`config.mk`:
```
export PLATFORM = sky130hd
export DESIGN_NAME = phbp_host_port
export DESIGN_NICKNAME = d
export VERILOG_FILES = /design/src/hdl/phbp_pkg.sv /design/src/hdl/phbp_sync.sv /design/src/hdl/phbp_pin_mux.sv /design/src/hdl/phbp_host_port.sv
export SDC_FILE = /design/constraint.sdc
export NUM_CORES = 1
export LEC_CHECK = 0
export BUFFER_PORTS_ARGS = -buffer_cell sky130_fd_sc_hd__buf_4
export CAP_MARGIN = 20
export CORE_ASPECT_RATIO = 0.9
export CORE_UTILIZATION = 45
export CTS_CLUSTER_DIAMETER = 120
export DETAILED_ROUTE_END_ITERATION = 6
export PLACE_DENSITY = 0.76
export SETUP_SLACK_MARGIN = 0.1
export SKIP_CTS_REPAIR_TIMING = 1
export SLEW_MARGIN = 0
export SYNTH_ARGS = -nofsm -noshare
export SYNTH_HDL_FRONTEND = slang
export SYNTH_HIERARCHICAL = 1
export SYNTH_SLANG_ARGS = --single-unit
```
`constraint.sdc`:
```
create_clock -name clock_i -period 4.2 [get_ports clock_i]
set_input_delay 0 -clock clock_i [delete_from_list [all_inputs] [get_ports clock_i]]
set_output_delay 0 -clock clock_i [all_outputs]
set_load 0.01 [all_outputs]
```
`src/hdl/phbp_pkg.sv`:
```
package phbp_pkg;
  localparam int PHBP_BUS_W = 8;
  localparam int PHBP_BUF_W = 16;
  localparam int PHBP_NIB_W = 4;
  localparam int PHBP_CTL_W = 5;
  localparam int PHBP_SYNC_W = PHBP_CTL_W + PHBP_BUS_W;
  // positions of synchronised host controls inside the sync vector
  localparam int PHBP_S_CS = 0;
  localparam int PHBP_S_IDS = 1;
  localparam int PHBP_S_ODS = 2;
  localparam int PHBP_S_BSEL = 3;
  localparam int PHBP_S_STAT = 4;
  // status byte layout
  localparam int PHBP_STAT_IBF = 0;
  localparam int PHBP_STAT_OBE = 1;
  localparam logic [PHBP_BUF_W-1:0] PHBP_BUF_RST = 16'h0000;
  localparam logic [PHBP_BUS_W-1:0] PHBP_BYTE_RST = 8'h00;
  localparam logic PHBP_IBF_RST = 1'b0;
  localparam logic PHBP_OBE_RST = 1'b1;

  typedef enum logic [1:0] {
    PHBP_IDLE = 2'b00,
    PHBP_WRITE = 2'b01,
    PHBP_READ = 2'b10
  } phbp_acc_e;

  typedef struct packed {
    phbp_acc_e acc;
    logic hi;
    logic stat;
    logic ibf;
    logic obe;
    logic [PHBP_BUF_W-1:0] in_buf;
    logic [PHBP_BUF_W-1:0] out_buf;
    logic [PHBP_BUS_W-1:0] bus_out;
    logic bus_oe;
    logic flag;
    logic in_event;
    logic out_event;
  } phbp_state_s;
endpackage

```
`src/hdl/phbp_sync.sv`:
```
`timescale 1ns/1ps
`default_nettype none
module phbp_sync #(
  parameter int W = 1
) (
  input wire logic clock_i,
  input wire logic rst_i,
  input wire logic [W-1:0] async_i,
  input wire logic [W-1:0] rst_val_i,
  output logic [W-1:0] sync_o
);
  typedef struct packed {
    logic [W-1:0] s1;
    logic [W-1:0] s2;
  } phbp_sync_s;

  phbp_sync_s st_q;
  phbp_sync_s st_d;

  // first stage feeds only the second; reset loads the all-ones idle level at once, without waiting for a clock
  always_comb begin
    st_d.s1 = async_i;
    st_d.s2 = st_q.s1;
  end

  always_ff @(posedge clock_i or posedge rst_i) begin
    if (rst_i) begin
      st_q <= '1;
    end else begin
      st_q <= st_d;
    end
  end

  assign sync_o = st_q.s2 & ({W{1'b1}} | rst_val_i);
endmodule
`default_nettype wire

```
`src/hdl/phbp_pin_mux.sv`:
```
`timescale 1ns/1ps
`default_nettype none
module phbp_pin_mux
  import phbp_pkg::*;
(
  input wire logic second_serial_enable_bit_i,
  input wire logic bit_io_high_enable_i,
  input wire logic [phbp_pkg::PHBP_BUS_W-1:0] host_out_i,
  input wire logic host_oe_i,
  input wire logic [phbp_pkg::PHBP_NIB_W-1:0] serial_out_i,
  input wire logic [phbp_pkg::PHBP_NIB_W-1:0] serial_oe_i,
  input wire logic [phbp_pkg::PHBP_BUS_W-1:0] bit_io_out_i,
  input wire logic [phbp_pkg::PHBP_BUS_W-1:0] bit_io_oe_i,
  input wire logic [phbp_pkg::PHBP_NIB_W-1:0] vector_i,
  output logic [phbp_pkg::PHBP_BUS_W-1:0] pad_o,
  output logic [phbp_pkg::PHBP_BUS_W-1:0] pad_oe_o,
  output logic [phbp_pkg::PHBP_NIB_W-1:0] vec_pad_o,
  output logic [phbp_pkg::PHBP_NIB_W-1:0] vec_pad_oe_o
);
  import phbp_pkg::*;

  always_comb begin
    if (second_serial_enable_bit_i) begin
      pad_o = {bit_io_out_i[PHBP_NIB_W-1:0], serial_out_i};
      pad_oe_o = {bit_io_oe_i[PHBP_NIB_W-1:0], serial_oe_i};
    end else begin
      pad_o = host_out_i;
      pad_oe_o = {PHBP_BUS_W{host_oe_i}};
    end
    if (second_serial_enable_bit_i && bit_io_high_enable_i) begin
      vec_pad_o = bit_io_out_i[PHBP_BUS_W-1:PHBP_NIB_W];
      vec_pad_oe_o = bit_io_oe_i[PHBP_BUS_W-1:PHBP_NIB_W];
    end else begin
      // vector pins are plain outputs unless the upper bit I/O lines take them
      vec_pad_o = vector_i;
      vec_pad_oe_o = '1;
    end
  end
endmodule
`default_nettype wire

```
`src/hdl/phbp_host_port.sv`:
```
`timescale 1ns/1ps
`default_nettype none
module phbp_host_port
  import phbp_pkg::*;
(
  input wire logic clock_i,
  input wire logic rst_i,
  // host pins
  input wire logic host_chip_select_n_i,
  input wire logic input_strobe_n_i,
  input wire logic output_strobe_n_i,
  input wire logic byte_select_i,
  input wire logic status_select_i,
  input wire logic [phbp_pkg::PHBP_BUS_W-1:0] pad_i,
  output logic [phbp_pkg::PHBP_BUS_W-1:0] pad_o,
  output logic [phbp_pkg::PHBP_BUS_W-1:0] pad_oe_o,
  output logic input_full_flag_o,
  output logic output_empty_flag_o,
  input wire logic [phbp_pkg::PHBP_NIB_W-1:0] vec_pad_i,
  output logic [phbp_pkg::PHBP_NIB_W-1:0] vec_pad_o,
  output logic [phbp_pkg::PHBP_NIB_W-1:0] vec_pad_oe_o,
  // configuration
  input wire logic second_serial_enable_bit_i,
  input wire logic bit_io_high_enable_i,
  input wire logic rw_line_mode_i,
  input wire logic data_strobe_active_high_i,
  input wire logic byte_select_invert_i,
  input wire logic combine_flags_i,
  // processor side
  output logic [phbp_pkg::PHBP_BUF_W-1:0] core_in_data_o,
  input wire logic core_in_read_i,
  output logic core_in_event_o,
  input wire logic [phbp_pkg::PHBP_BUF_W-1:0] core_out_data_i,
  input wire logic core_out_write_i,
  output logic core_out_event_o,
  output logic [phbp_pkg::PHBP_BUS_W-1:0] status_o,
  // shared pin users
  input wire logic [phbp_pkg::PHBP_NIB_W-1:0] serial_out_i,
  input wire logic [phbp_pkg::PHBP_NIB_W-1:0] serial_oe_i,
  output logic [phbp_pkg::PHBP_NIB_W-1:0] serial_in_o,
  input wire logic [phbp_pkg::PHBP_BUS_W-1:0] bit_io_out_i,
  input wire logic [phbp_pkg::PHBP_BUS_W-1:0] bit_io_oe_i,
  output logic [phbp_pkg::PHBP_BUS_W-1:0] bit_io_in_o,
  input wire logic [phbp_pkg::PHBP_NIB_W-1:0] vector_i
);
  import phbp_pkg::*;

  phbp_state_s st_q;
  phbp_state_s st_d;
  logic [PHBP_SYNC_W-1:0] sync_raw;
  logic [PHBP_SYNC_W-1:0] sync_v;
  logic [PHBP_BUS_W-1:0] s_data;
  logic s_cs_n;
  logic s_ids;
  logic s_ods;
  logic s_bsel;
  logic s_stat;
  logic host_mode;
  logic sel;
  logic ds_on;
  logic wr_on;
  logic rd_on;
  logic wr_done;
  logic rd_done;
  logic [PHBP_BUS_W-1:0] status_byte;

  // data pins ride the same two stages as the strobes, so the byte seen at the
  // strobe's trailing edge is the byte taken; the host must hold data two clocks
  assign sync_raw = {pad_i, status_select_i, byte_select_i, output_strobe_n_i,
                     input_strobe_n_i, host_chip_select_n_i};

  phbp_sync #(.W(PHBP_SYNC_W)) u_sync (
    .clock_i(clock_i),
    .rst_i(rst_i),
    .async_i(sync_raw),
    .rst_val_i('1),
    .sync_o(sync_v)
  );

  assign s_cs_n = sync_v[PHBP_S_CS];
  assign s_ids = sync_v[PHBP_S_IDS];
  assign s_ods = sync_v[PHBP_S_ODS];
  assign s_bsel = sync_v[PHBP_S_BSEL];
  assign s_stat = sync_v[PHBP_S_STAT];
  assign s_data = sync_v[PHBP_SYNC_W-1:PHBP_CTL_W];

  // the serial and bit I/O units synchronise their own inputs
  assign serial_in_o = pad_i[PHBP_NIB_W-1:0];
  assign bit_io_in_o = {vec_pad_i, pad_i[PHBP_BUS_W-1:PHBP_NIB_W]};

  always_comb begin
    host_mode = !second_serial_enable_bit_i;
    sel = host_mode && !s_cs_n;
    ds_on = (s_ods == data_strobe_active_high_i);
    if (rw_line_mode_i) begin
      wr_on = sel && ds_on && !s_ids;
      rd_on = sel && ds_on && s_ids;
    end else begin
      wr_on = sel && !s_ids;
      rd_on = sel && !s_ods;
    end
    status_byte = '0;
    status_byte[PHBP_STAT_IBF] = st_q.ibf;
    status_byte[PHBP_STAT_OBE] = st_q.obe;
  end

  // an access ends on whichever edge (strobe or select) drops it first
  assign wr_done = (st_q.acc == PHBP_WRITE) && !wr_on;
  assign rd_done = (st_q.acc == PHBP_READ) && !rd_on;

  always_comb begin
    st_d = st_q;
    st_d.in_event = 1'b0;
    st_d.out_event = 1'b0;
    unique case (st_q.acc)
      PHBP_IDLE: begin
        st_d.hi = s_bsel ^ byte_select_invert_i;
        st_d.stat = s_stat;
        if (wr_on) begin
          st_d.acc = PHBP_WRITE;
        end else if (rd_on) begin
          st_d.acc = PHBP_READ;
          st_d.bus_oe = 1'b1;
        end
      end
      PHBP_WRITE: begin
        if (wr_done) begin
          st_d.acc = PHBP_IDLE;
          if (st_q.hi) begin
            st_d.in_buf[PHBP_BUF_W-1:PHBP_BUS_W] = s_data;
            st_d.in_event = 1'b1;
          end else begin
            st_d.in_buf[PHBP_BUS_W-1:0] = s_data;
          end
        end
      end
      PHBP_READ: begin
        if (rd_done) begin
          st_d.acc = PHBP_IDLE;
          st_d.bus_oe = 1'b0;
          st_d.out_event = st_q.hi && !st_q.stat;
        end
      end
      default: begin
        st_d.acc = PHBP_IDLE;
        st_d.bus_oe = 1'b0;
      end
    endcase
    if (st_q.stat) begin
      st_d.bus_out = status_byte;
    end else if (st_q.hi) begin
      st_d.bus_out = st_q.out_buf[PHBP_BUF_W-1:PHBP_BUS_W];
    end else begin
      st_d.bus_out = st_q.out_buf[PHBP_BUS_W-1:0];
    end
    if (core_out_write_i) begin
      st_d.out_buf = core_out_data_i;
    end
    // a host event in the same cycle as the processor's access wins
    st_d.ibf = st_d.in_event || (st_q.ibf && !core_in_read_i);
    st_d.obe = st_d.out_event || (st_q.obe && !core_out_write_i);
    st_d.flag = combine_flags_i ? (st_d.ibf || st_d.obe) : st_d.ibf;
  end

  always_ff @(posedge clock_i or posedge rst_i) begin
    if (rst_i) begin
      st_q.acc <= PHBP_IDLE;
      st_q.hi <= 1'b0;
      st_q.stat <= 1'b0;
      st_q.ibf <= PHBP_IBF_RST;
      st_q.obe <= PHBP_OBE_RST;
      st_q.in_buf <= PHBP_BUF_RST;
      st_q.out_buf <= PHBP_BUF_RST;
      st_q.bus_out <= PHBP_BYTE_RST;
      st_q.bus_oe <= 1'b0;
      st_q.flag <= PHBP_IBF_RST;
      st_q.in_event <= 1'b0;
      st_q.out_event <= 1'b0;
    end else begin
      st_q <= st_d;
    end
  end

  phbp_pin_mux u_mux (
    .second_serial_enable_bit_i(second_serial_enable_bit_i),
    .bit_io_high_enable_i(bit_io_high_enable_i),
    .host_out_i(st_q.bus_out),
    .host_oe_i(st_q.bus_oe),
    .serial_out_i(serial_out_i),
    .serial_oe_i(serial_oe_i),
    .bit_io_out_i(bit_io_out_i),
    .bit_io_oe_i(bit_io_oe_i),
    .vector_i(vector_i),
    .pad_o(pad_o),
    .pad_oe_o(pad_oe_o),
    .vec_pad_o(vec_pad_o),
    .vec_pad_oe_o(vec_pad_oe_o)
  );

  assign input_full_flag_o = st_q.flag;
  assign output_empty_flag_o = st_q.obe;
  assign core_in_data_o = st_q.in_buf;
  assign core_in_event_o = st_q.in_event;
  assign core_out_event_o = st_q.out_event;
  assign status_o = status_byte;
endmodule
`default_nettype wire

```
==> impl_results.md, run 1 <==
* Crit Path Class: reg2reg
* Core Region at 7000 um^2
* First-pass GRT wire length at 9060 um
* Antenna viol nets, final at 0
* Grt total ovfl at 0
* Max Fanout on Critical Path at 8
* Slowest stage cell, crit path: or4b_1
* Starting density of the core at 0.464
* PD cells at 427 nW/um^2
* VDD IR max at 0.000338 V
* Largest net degree at the start of global routing at 51
* Num rows at 29
* Final GP Congestion at 0.713
* Nets at 435
* Syn avg cell area at 13.7 um^2
* Slew @ Worst Pin at 0.920 ns
* Synth warn at 6
* Crit path arrival time at 2.30 ns
* Fill cells at 512
* H-Tree Depth at 3
* Detailed placement HPWL at 4280 um
* Routed vias at 2137
* Setup WS pre-CTS at 2.13 ns
* Clock Latency Late Sink at 0.35 ns
* Final Hold Viols at 0
* Number of I/O port buffers at 120
* Boundary pin count at 135
* Reg clk slew, reported paths at 0.08 ns
* CTS root buf: clkbuf_8
* Busiest layer in global routing: met2
* Share of layout cells above drive strength 1 at 0.593
* DRC viols at 0
* Max Clk Rate at 0.484 GHz
* Met1 Use GR at 0.181
* Num CTS Buffers at 9
* Critical-path cell list: xor2_2 -> a21oi_2 -> or4b_1 -> mux2_4
* M3 GR Usage at 0.0449
* Mapped cell area at 3250 um^2
* Setup Skew at 0.00707 ns
* Required time worst endpoint at 4.43 ns
* Fin. max-slew vios at 0
* Fin crit share at 0.492
* Fin Setup TNS at 0 ns
* Die area at 7560 um^2
* Starting DRT DRC Count at 69
* RSZ-0062 raised after global routing: false
* Max-Cap Viols at 0
* Vias in the first global route at 1892
* Relative slew slack at 0.386
* Outcome: complete, no violations
* CP peak stage delay at 0.74 ns
* Clock tree from TritonCTS: built
* Fin crit period at 2.07 ns
* Antenna violations before repair at 0
* Routed wire length at 6340 um
* Avg WL per Cell at 13.7 um
* Endpoints failing setup at 0
* Grt met2 use at 0.283
* CP startpoint kind: flip-flop
* Cells after Synth at 237
* Leakage at 2.20 nW
* DR pass1 iterations at 4
* Final setup margin at 2.13 ns
* TritonCTS sink count at 76
* Layout area overhead at 39.6%
* Worst min-delay path class: in2out
* Antenna diodes at 0
* Setup crit end kind: flip-flop
* Vias/cell at 4.63
* GRT Resource Usage Total at 0.161
* Die H at 82.6 um
* CTS max path bufs at 2
* Chip width at 91.6 um
## final timing paths
path / startpoint / endpoint / slack, ns / cells after the start
worst max-delay path: u_sync/sync_o[2]$_DFF_PP1_ / core_in_data_o[3]$_DFFE_PP0P_ / 2.13 / 4
worst min-delay path: vec_pad_i[3] / bit_io_in_o[7] / 0.000004 / 0
worst min register to register: u_sync/st_d[1]$_DFF_PP1_ / u_sync/sync_o[1]$_DFF_PP1_ / 0.36 / 0
max in group asynchronous: rst_i / u_sync/sync_o[0]$_DFF_PP1_ / 3.30 / 3
worst max register to register: u_sync/sync_o[2]$_DFF_PP1_ / core_in_data_o[3]$_DFFE_PP0P_ / 2.13 / 4
min in group asynchronous: rst_i / core_in_data_o[1]$_DFFE_PP0P_ / 0.16 / 3
## registers in the layout (all words and copies together) (netlist names)
name	flops
core_in_data_o	16
core_in_event_o	1
core_out_event_o	1
input_full_flag_o	1
output_empty_flag_o	1
st_q	29
status_o	1
u_sync/st_d	13
u_sync/sync_o	13
## layout make-up
type | instances | area (um^2) | share of cell area
Tap cell | 93 | 116 | 0.0257
Multi-Input combinational cell | 117 | 988 | 0.218
Inverter | 5 | 18.8 | 0.00414
Sequential cell | 76 | 1940 | 0.427
Clock inverter | 7 | 91.3 | 0.0201
Clock buffer | 9 | 124 | 0.0273
Timing Repair Buffer | 155 | 1260 | 0.278
## layout by cell type, fill, tap and decap left out, drive strengths merged, types with 2 or more instances in the layout
master         n
o22ai          2
buf          121
dfstp         27
mux2          45
bufinv         2
clkinv         4
a21oi          3
nand2         19
clkbuf         9
mux2i          8
nor2          12
dfrtp         49
inv            5
conb           6
o21ai          2
or2            4
dlygate4sd3   34
## metal layers
layer,vias up,share of wire
met5,-,0
met4,0,0.019
met3,14,0.065
met2,86,0.52
met1,1031,0.39
li1,1006,-
## power breakdown
group,switching [mW],total [mW],internal [mW]
registers,0.0674,0.910,0.843
clock network,0.260,0.592,0.332
logic,0.163,0.435,0.272
## through the flow
step	power, mW	util	cells	hold slack, ns	instance area (um^2)
floorplan	1.20	-	242	0.00448	3270
global placement	1.32	0.565	411	0.000119	3960
detailed placement	1.33	0.565	411	0.000119	3960
CTS	1.93	0.596	427	-0.259	4180
global route	2.03	0.648	462	0.0000195	4540
finish	1.94	0.648	462	0.00000355	4540
## critical path: cells and delay by family, from the launching register on
family | cells | cell delay (ns)
flops | 1 | 0.57
xor+xnor | 1 | 0.17
mux | 1 | 0.38
simple gates | 1 | 0.74
compound gates | 1 | 0.10
No activity file was read; power rests on OpenSTA's default activity.
==> inputs of run 2 (changes only) <==
- CORE_UTILIZATION: 45 -> 43
- clock period: 4.2 -> 1.8 ns (I/O delays scaled with it)
==> impl_results.md, run 2 (synthesis gave the netlist of run 1 again) <==
* Crit Path Class: reg2reg
* Max Clk Rate at 0.529 GHz
* Fin crit share at 1.05
* PD cells at 1010 nW/um^2
* Antenna viol nets, final at 0
* Starting DRT DRC Count at 66
* Core Region at 7180 um^2
* Chip width at 93.6 um
* Num CTS Buffers at 9
* R2R depth at 5
* Hold depth at 0
* Antenna diodes at 0
* Fin. max-slew vios at 0
* Nets at 445
* Max FFs per register at 29
* Number of buffers and inverters on the critical path at 1
* Setup Skew at 0.0104 ns
* Slew @ Worst Pin at 0.512 ns
* Routed wire length at 6590 um
* Fin crit period at 1.89 ns
* Busiest layer in global routing: met2
* VDD IR max at 0.000635 V
* Critical-path cell list: xor2_2 -> a21oi_2 -> or4b_1 -> buf_6 -> mux2_4
* Reg clk slew, reported paths at 0.07 ns
* Setup WS pre-CTS at -0.102 ns
* Hold path endpoint: bit_io_in_o[7]
* Biggest register: st_q
* Required time worst endpoint at 2.01 ns
* Clock Latency Late Sink at 0.33 ns
* Vias in the first global route at 2067
* Outcome: finished, violations left
* TritonCTS sink count at 76
* Antenna violations before repair at 0
* Endpoints failing setup at 8
* Starting density of the core at 0.452
* Worst Hold Launch: vec_pad_i[3]
* Met1 Use GR at 0.190
* Boundary pin count at 135
* Max Fanout on Critical Path at 8
* Final GP Congestion at 0.751
* Largest net degree at the start of global routing at 27
* DR pass1 iterations at 4
* First-pass GRT wire length at 9510 um
* R2R Setup Slk at -0.09 ns
* Final setup margin at -0.0911 ns
* Fill cells at 538
* Grt total ovfl at 0
* CP peak stage delay at 0.56 ns
* Vias/cell at 4.61
* Clock tree from TritonCTS: built
* Routed vias at 2178
* Grt met2 use at 0.285
* Max-Cap Viols at 0
* Layout area overhead at 42.7%
* M3 GR Usage at 0.0308
* Slowest stage cell, crit path: dfstp_2
* Final Hold Viols at 0
* CTS root buf: clkbuf_8
* Die area at 7910 um^2
* Setup crit end kind: flip-flop
* FF-to-FF End: core_in_data_o[7]$_DFFE_PP0P_
* Crit Reg-Reg Startpoint: u_sync/sync_o[2]$_DFF_PP1_
* DRC viols at 0
* Worst min-delay path class: in2out
* Largest delay share family, worst path: flip-flops
* Final Util at 0.645
* Avg WL per Cell at 14.0 um
* Num rows at 29
* RSZ-0062 raised after global routing: true
* Most frequent cells in the layout: buf_4 (129), dfrtp_1 (49), dlygate4sd3_1 (34), mux2_2 (31), dfstp_2 (27)
* Share of layout cells above drive strength 1 at 0.602
* Failing checks: setup timing
* CP startpoint kind: flip-flop
* GRT Resource Usage Total at 0.159
* H-Tree Depth at 3
* Most common cell after layout, fill and taps aside: buf_4
* CTS max path bufs at 2
* Crit path arrival time at 2.10 ns
* Leakage at 2.25 nW
* Number of I/O port buffers at 120
* Die H at 84.5 um
* Relative slew slack at 0.658
[run 2: worst max-delay path by stage]
stage | from | endpoint | slack [ns] | cells after the start
global route | u_sync/sync_o[2]$_DFF_PP1_ | core_in_data_o[7]$_DFFE_PP0P_ | -0.15 | 5
CTS | u_sync/sync_o[2]$_DFF_PP1_ | core_in_data_o[7]$_DFFE_PP0P_ | -0.11 | 5
global placement | u_sync/sync_o[2]$_DFF_PP1_ | core_in_data_o[5]$_DFFE_PP0P_ | -0.05 | 5
floorplan | u_sync/sync_o[2]$_DFF_PP1_ | core_in_data_o[0]$_DFFE_PP0P_ | -0.04 | 5
finish | u_sync/sync_o[2]$_DFF_PP1_ | core_in_data_o[7]$_DFFE_PP0P_ | -0.09 | 5
detailed placement | u_sync/sync_o[2]$_DFF_PP1_ | core_in_data_o[2]$_DFFE_PP0P_ | -0.10 | 5
[run 2: final cells by class]
| cell class | count | area, um^2 | area share |
|---|---|---|---|
| clock inverters | 6 | 113 | 0.0243 |
| multi-input cells | 117 | 993 | 0.214 |
| clock buffers | 10 | 128 | 0.0275 |
| well taps | 93 | 116 | 0.0251 |
| inverters | 5 | 18.8 | 0.00405 |
| repair buffers | 165 | 1330 | 0.287 |
| flip-flops and latches | 76 | 1940 | 0.418 |
[run 2: routing by layer]
layer / routed length [um] / vias to the layer above
li1: - / 1025
met1: 2640 / 1057
met2: 3510 / 89
met3: 371 / 7
met4: 80 / 0
met5: 0 / -
[run 2: power by group]
| part | leakage [nW] | switching (mW) | total (mW) | internal (mW) |
|---|---|---|---|---|
| Clock | 0.109 | 0.597 | 1.52 | 0.921 |
| Combinational | 1.26 | 0.406 | 1.05 | 0.646 |
| Sequential | 0.885 | 0.135 | 2.10 | 1.97 |
[run 2: per-stage QoR]
| step | setup TNS [ns] | total power [mW] | area (um^2) | hold slack (ns) | std cells |
|---|---|---|---|---|---|
| after floorplan | -0.288 | 2.80 | 3270 | 0.00448 | 242 |
| after global placement | -0.392 | 3.10 | 4040 | 0.0000686 | 421 |
| after detailed placement | -0.777 | 3.14 | 4040 | 0.0000686 | 421 |
| after CTS | -0.808 | 4.66 | 4280 | -0.297 | 437 |
| after global routing | -1.12 | 4.89 | 4640 | 0.0000232 | 472 |
| final | -0.652 | 4.67 | 4640 | 0.00000392 | 472 |
==> inputs of run 3 (changes only) <==
- CORE_UTILIZATION: 43 -> 45
- RECOVER_POWER: not set -> 100
- clock period: 1.8 -> 2 ns (I/O delays scaled with it)
==> impl_results.md, run 3 (synthesis gave the netlist of run 1 again) <==
* Die H at 82.6 um
* Hold depth at 0
* Fill cells at 594
* Endpoints failing setup at 0
* GRT Resource Usage Total at 0.159
* Most common cell after layout, fill and taps aside: buf_4
* Setup Skew at 0.00983 ns
* Post-Layout Inst Area at 4360 um^2
* Avg WL per Cell at 13.6 um
* CTS root buf: clkbuf_8
* Fin crit share at 0.959
* RSZ-0062 raised after global routing: true
* Hold path endpoint: bit_io_in_o[7]
* Vias/cell at 4.59
* DR pass1 iterations at 4
* Largest delay share family, worst path: flip-flops
* Routed wire length at 6360 um
* Most frequent cells in the layout: buf_4 (64), clkbuf_1 (52), dfrtp_1 (49), dlygate4sd3_1 (34), mux2_2 (31)
* Setup crit end kind: flip-flop
* H-Tree Depth at 3
* Placed insts at 417
* Placed Area at 4010 um^2
* Final GP Congestion at 0.751
* Sequential cell area at 1940 um^2
* Slowest stage cell, crit path: dfstp_1
* Max-Cap Viols at 0
* Fin Setup TNS at 0 ns
* Starting density of the core at 0.464
* R2R Setup Slk at 0.08 ns
* Antenna viol nets, final at 0
* Grt total ovfl at 0
* Reg clk slew, reported paths at 0.07 ns
* Clock Latency Late Sink at 0.33 ns
* Max Clk Rate at 0.521 GHz
* Largest net degree at the start of global routing at 27
* Slew @ Worst Pin at 0.983 ns
* DRC viols at 0
* Num CTS Buffers at 9
* First-pass GRT wire length at 9140 um
* Relative slew slack at 0.345
* Detailed placement HPWL at 4360 um
* Core Region at 7000 um^2
* Fin. max-slew vios at 0
* FF-to-FF End: core_in_data_o[4]$_DFFE_PP0P_
* Worst Hold Launch: vec_pad_i[3]
* Antenna diodes at 0
* CTS max path bufs at 2
* Multi-input combinational cell area at 970 um^2
* Clock tree from TritonCTS: built
* R2R depth at 5
* Layout area overhead at 34.2%
* Biggest register: st_q
* Number of buffers and inverters on the critical path at 1
* Chip width at 91.6 um
* Final Hold Viols at 0
* Leakage at 2.01 nW
* Required time worst endpoint at 2.22 ns
* CP startpoint kind: flip-flop
* Num rows at 29
* Outcome: complete, no violations
* Max Fanout on Critical Path at 8
* Post-Layout Cell Count at 469
* Worst min-delay path class: in2out
* Routed vias at 2155
* Crit path arrival time at 2.14 ns
* Boundary pin count at 135
* Crit Path Class: reg2reg
* Fin crit period at 1.92 ns
* Share of layout cells above drive strength 1 at 0.441
* Max FFs per register at 29
* VDD IR max at 0.000532 V
* CP peak stage delay at 0.58 ns
* Die area at 7560 um^2
* Number of I/O port buffers at 120
* Critical-path cell list: xor2_2 -> a21oi_2 -> or4b_4 -> buf_8 -> mux2_4
* Antenna violations before repair at 0
* TritonCTS sink count at 76
* Crit Reg-Reg Startpoint: u_sync/sync_o[2]$_DFF_PP1_
* Vias in the first global route at 1958
* Nets at 442
* Starting DRT DRC Count at 43
* PD cells at 879 nW/um^2
## run 3: power breakdown
| part | leakage (nW) | switching [mW] | internal (mW) |
|---|---|---|---|
| registers | 0.885 | 0.125 | 1.77 |
| logic | 1.03 | 0.352 | 0.428 |
| clock network | 0.102 | 0.515 | 0.641 |
## run 3: worst max path at each step
stage	start	to	slack (ns)	cells after the start
2_1_floorplan	u_sync/sync_o[2]$_DFF_PP1_	core_in_data_o[0]$_DFFE_PP0P_	0.16	5
3_3_place_gp	u_sync/sync_o[2]$_DFF_PP1_	core_in_data_o[2]$_DFFE_PP0P_	0.12	5
3_5_place_dp	u_sync/sync_o[2]$_DFF_PP1_	core_in_data_o[4]$_DFFE_PP0P_	0.08	5
4_1_cts	u_sync/sync_o[2]$_DFF_PP1_	core_in_data_o[4]$_DFFE_PP0P_	0.07	5
5_1_grt	u_sync/sync_o[2]$_DFF_PP1_	core_in_data_o[4]$_DFFE_PP0P_	0.04	5
6_report	u_sync/sync_o[2]$_DFF_PP1_	core_in_data_o[4]$_DFFE_PP0P_	0.08	5
## run 3: layout make-up
| type | count | area share |
|---|---|---|
| multi-input combinational | 117 | 0.223 |
| tap | 93 | 0.0267 |
| clock buffer | 12 | 0.0356 |
| inverter | 5 | 0.00431 |
| timing repair buffer | 162 | 0.256 |
| clock inverter | 4 | 0.0109 |
| sequential | 76 | 0.444 |
## run 3: stage by stage
step / total power [mW] / hold WS (ns) / worst slack (ns) / utilization
finish: 3.83 / 0.00000354 / 0.0813 / 0.622
global route: 4.03 / 0.0000195 / 0.0356 / 0.622
CTS: 3.97 / -0.348 / 0.0716 / 0.601
detailed placement: 2.80 / 0.000119 / 0.0811 / 0.572
global placement: 2.78 / 0.000119 / 0.122 / 0.572
floorplan: 2.52 / 0.00448 / 0.158 / -
## run 3: routing by layer
| metal | track usage | share of wire |
|---|---|---|
| met5 | 0 | 0 |
| met1 | 0.177 | 0.39 |
| met4 | 0.0778 | 0.021 |
| met2 | 0.294 | 0.53 |
| met3 | 0.0366 | 0.064 |
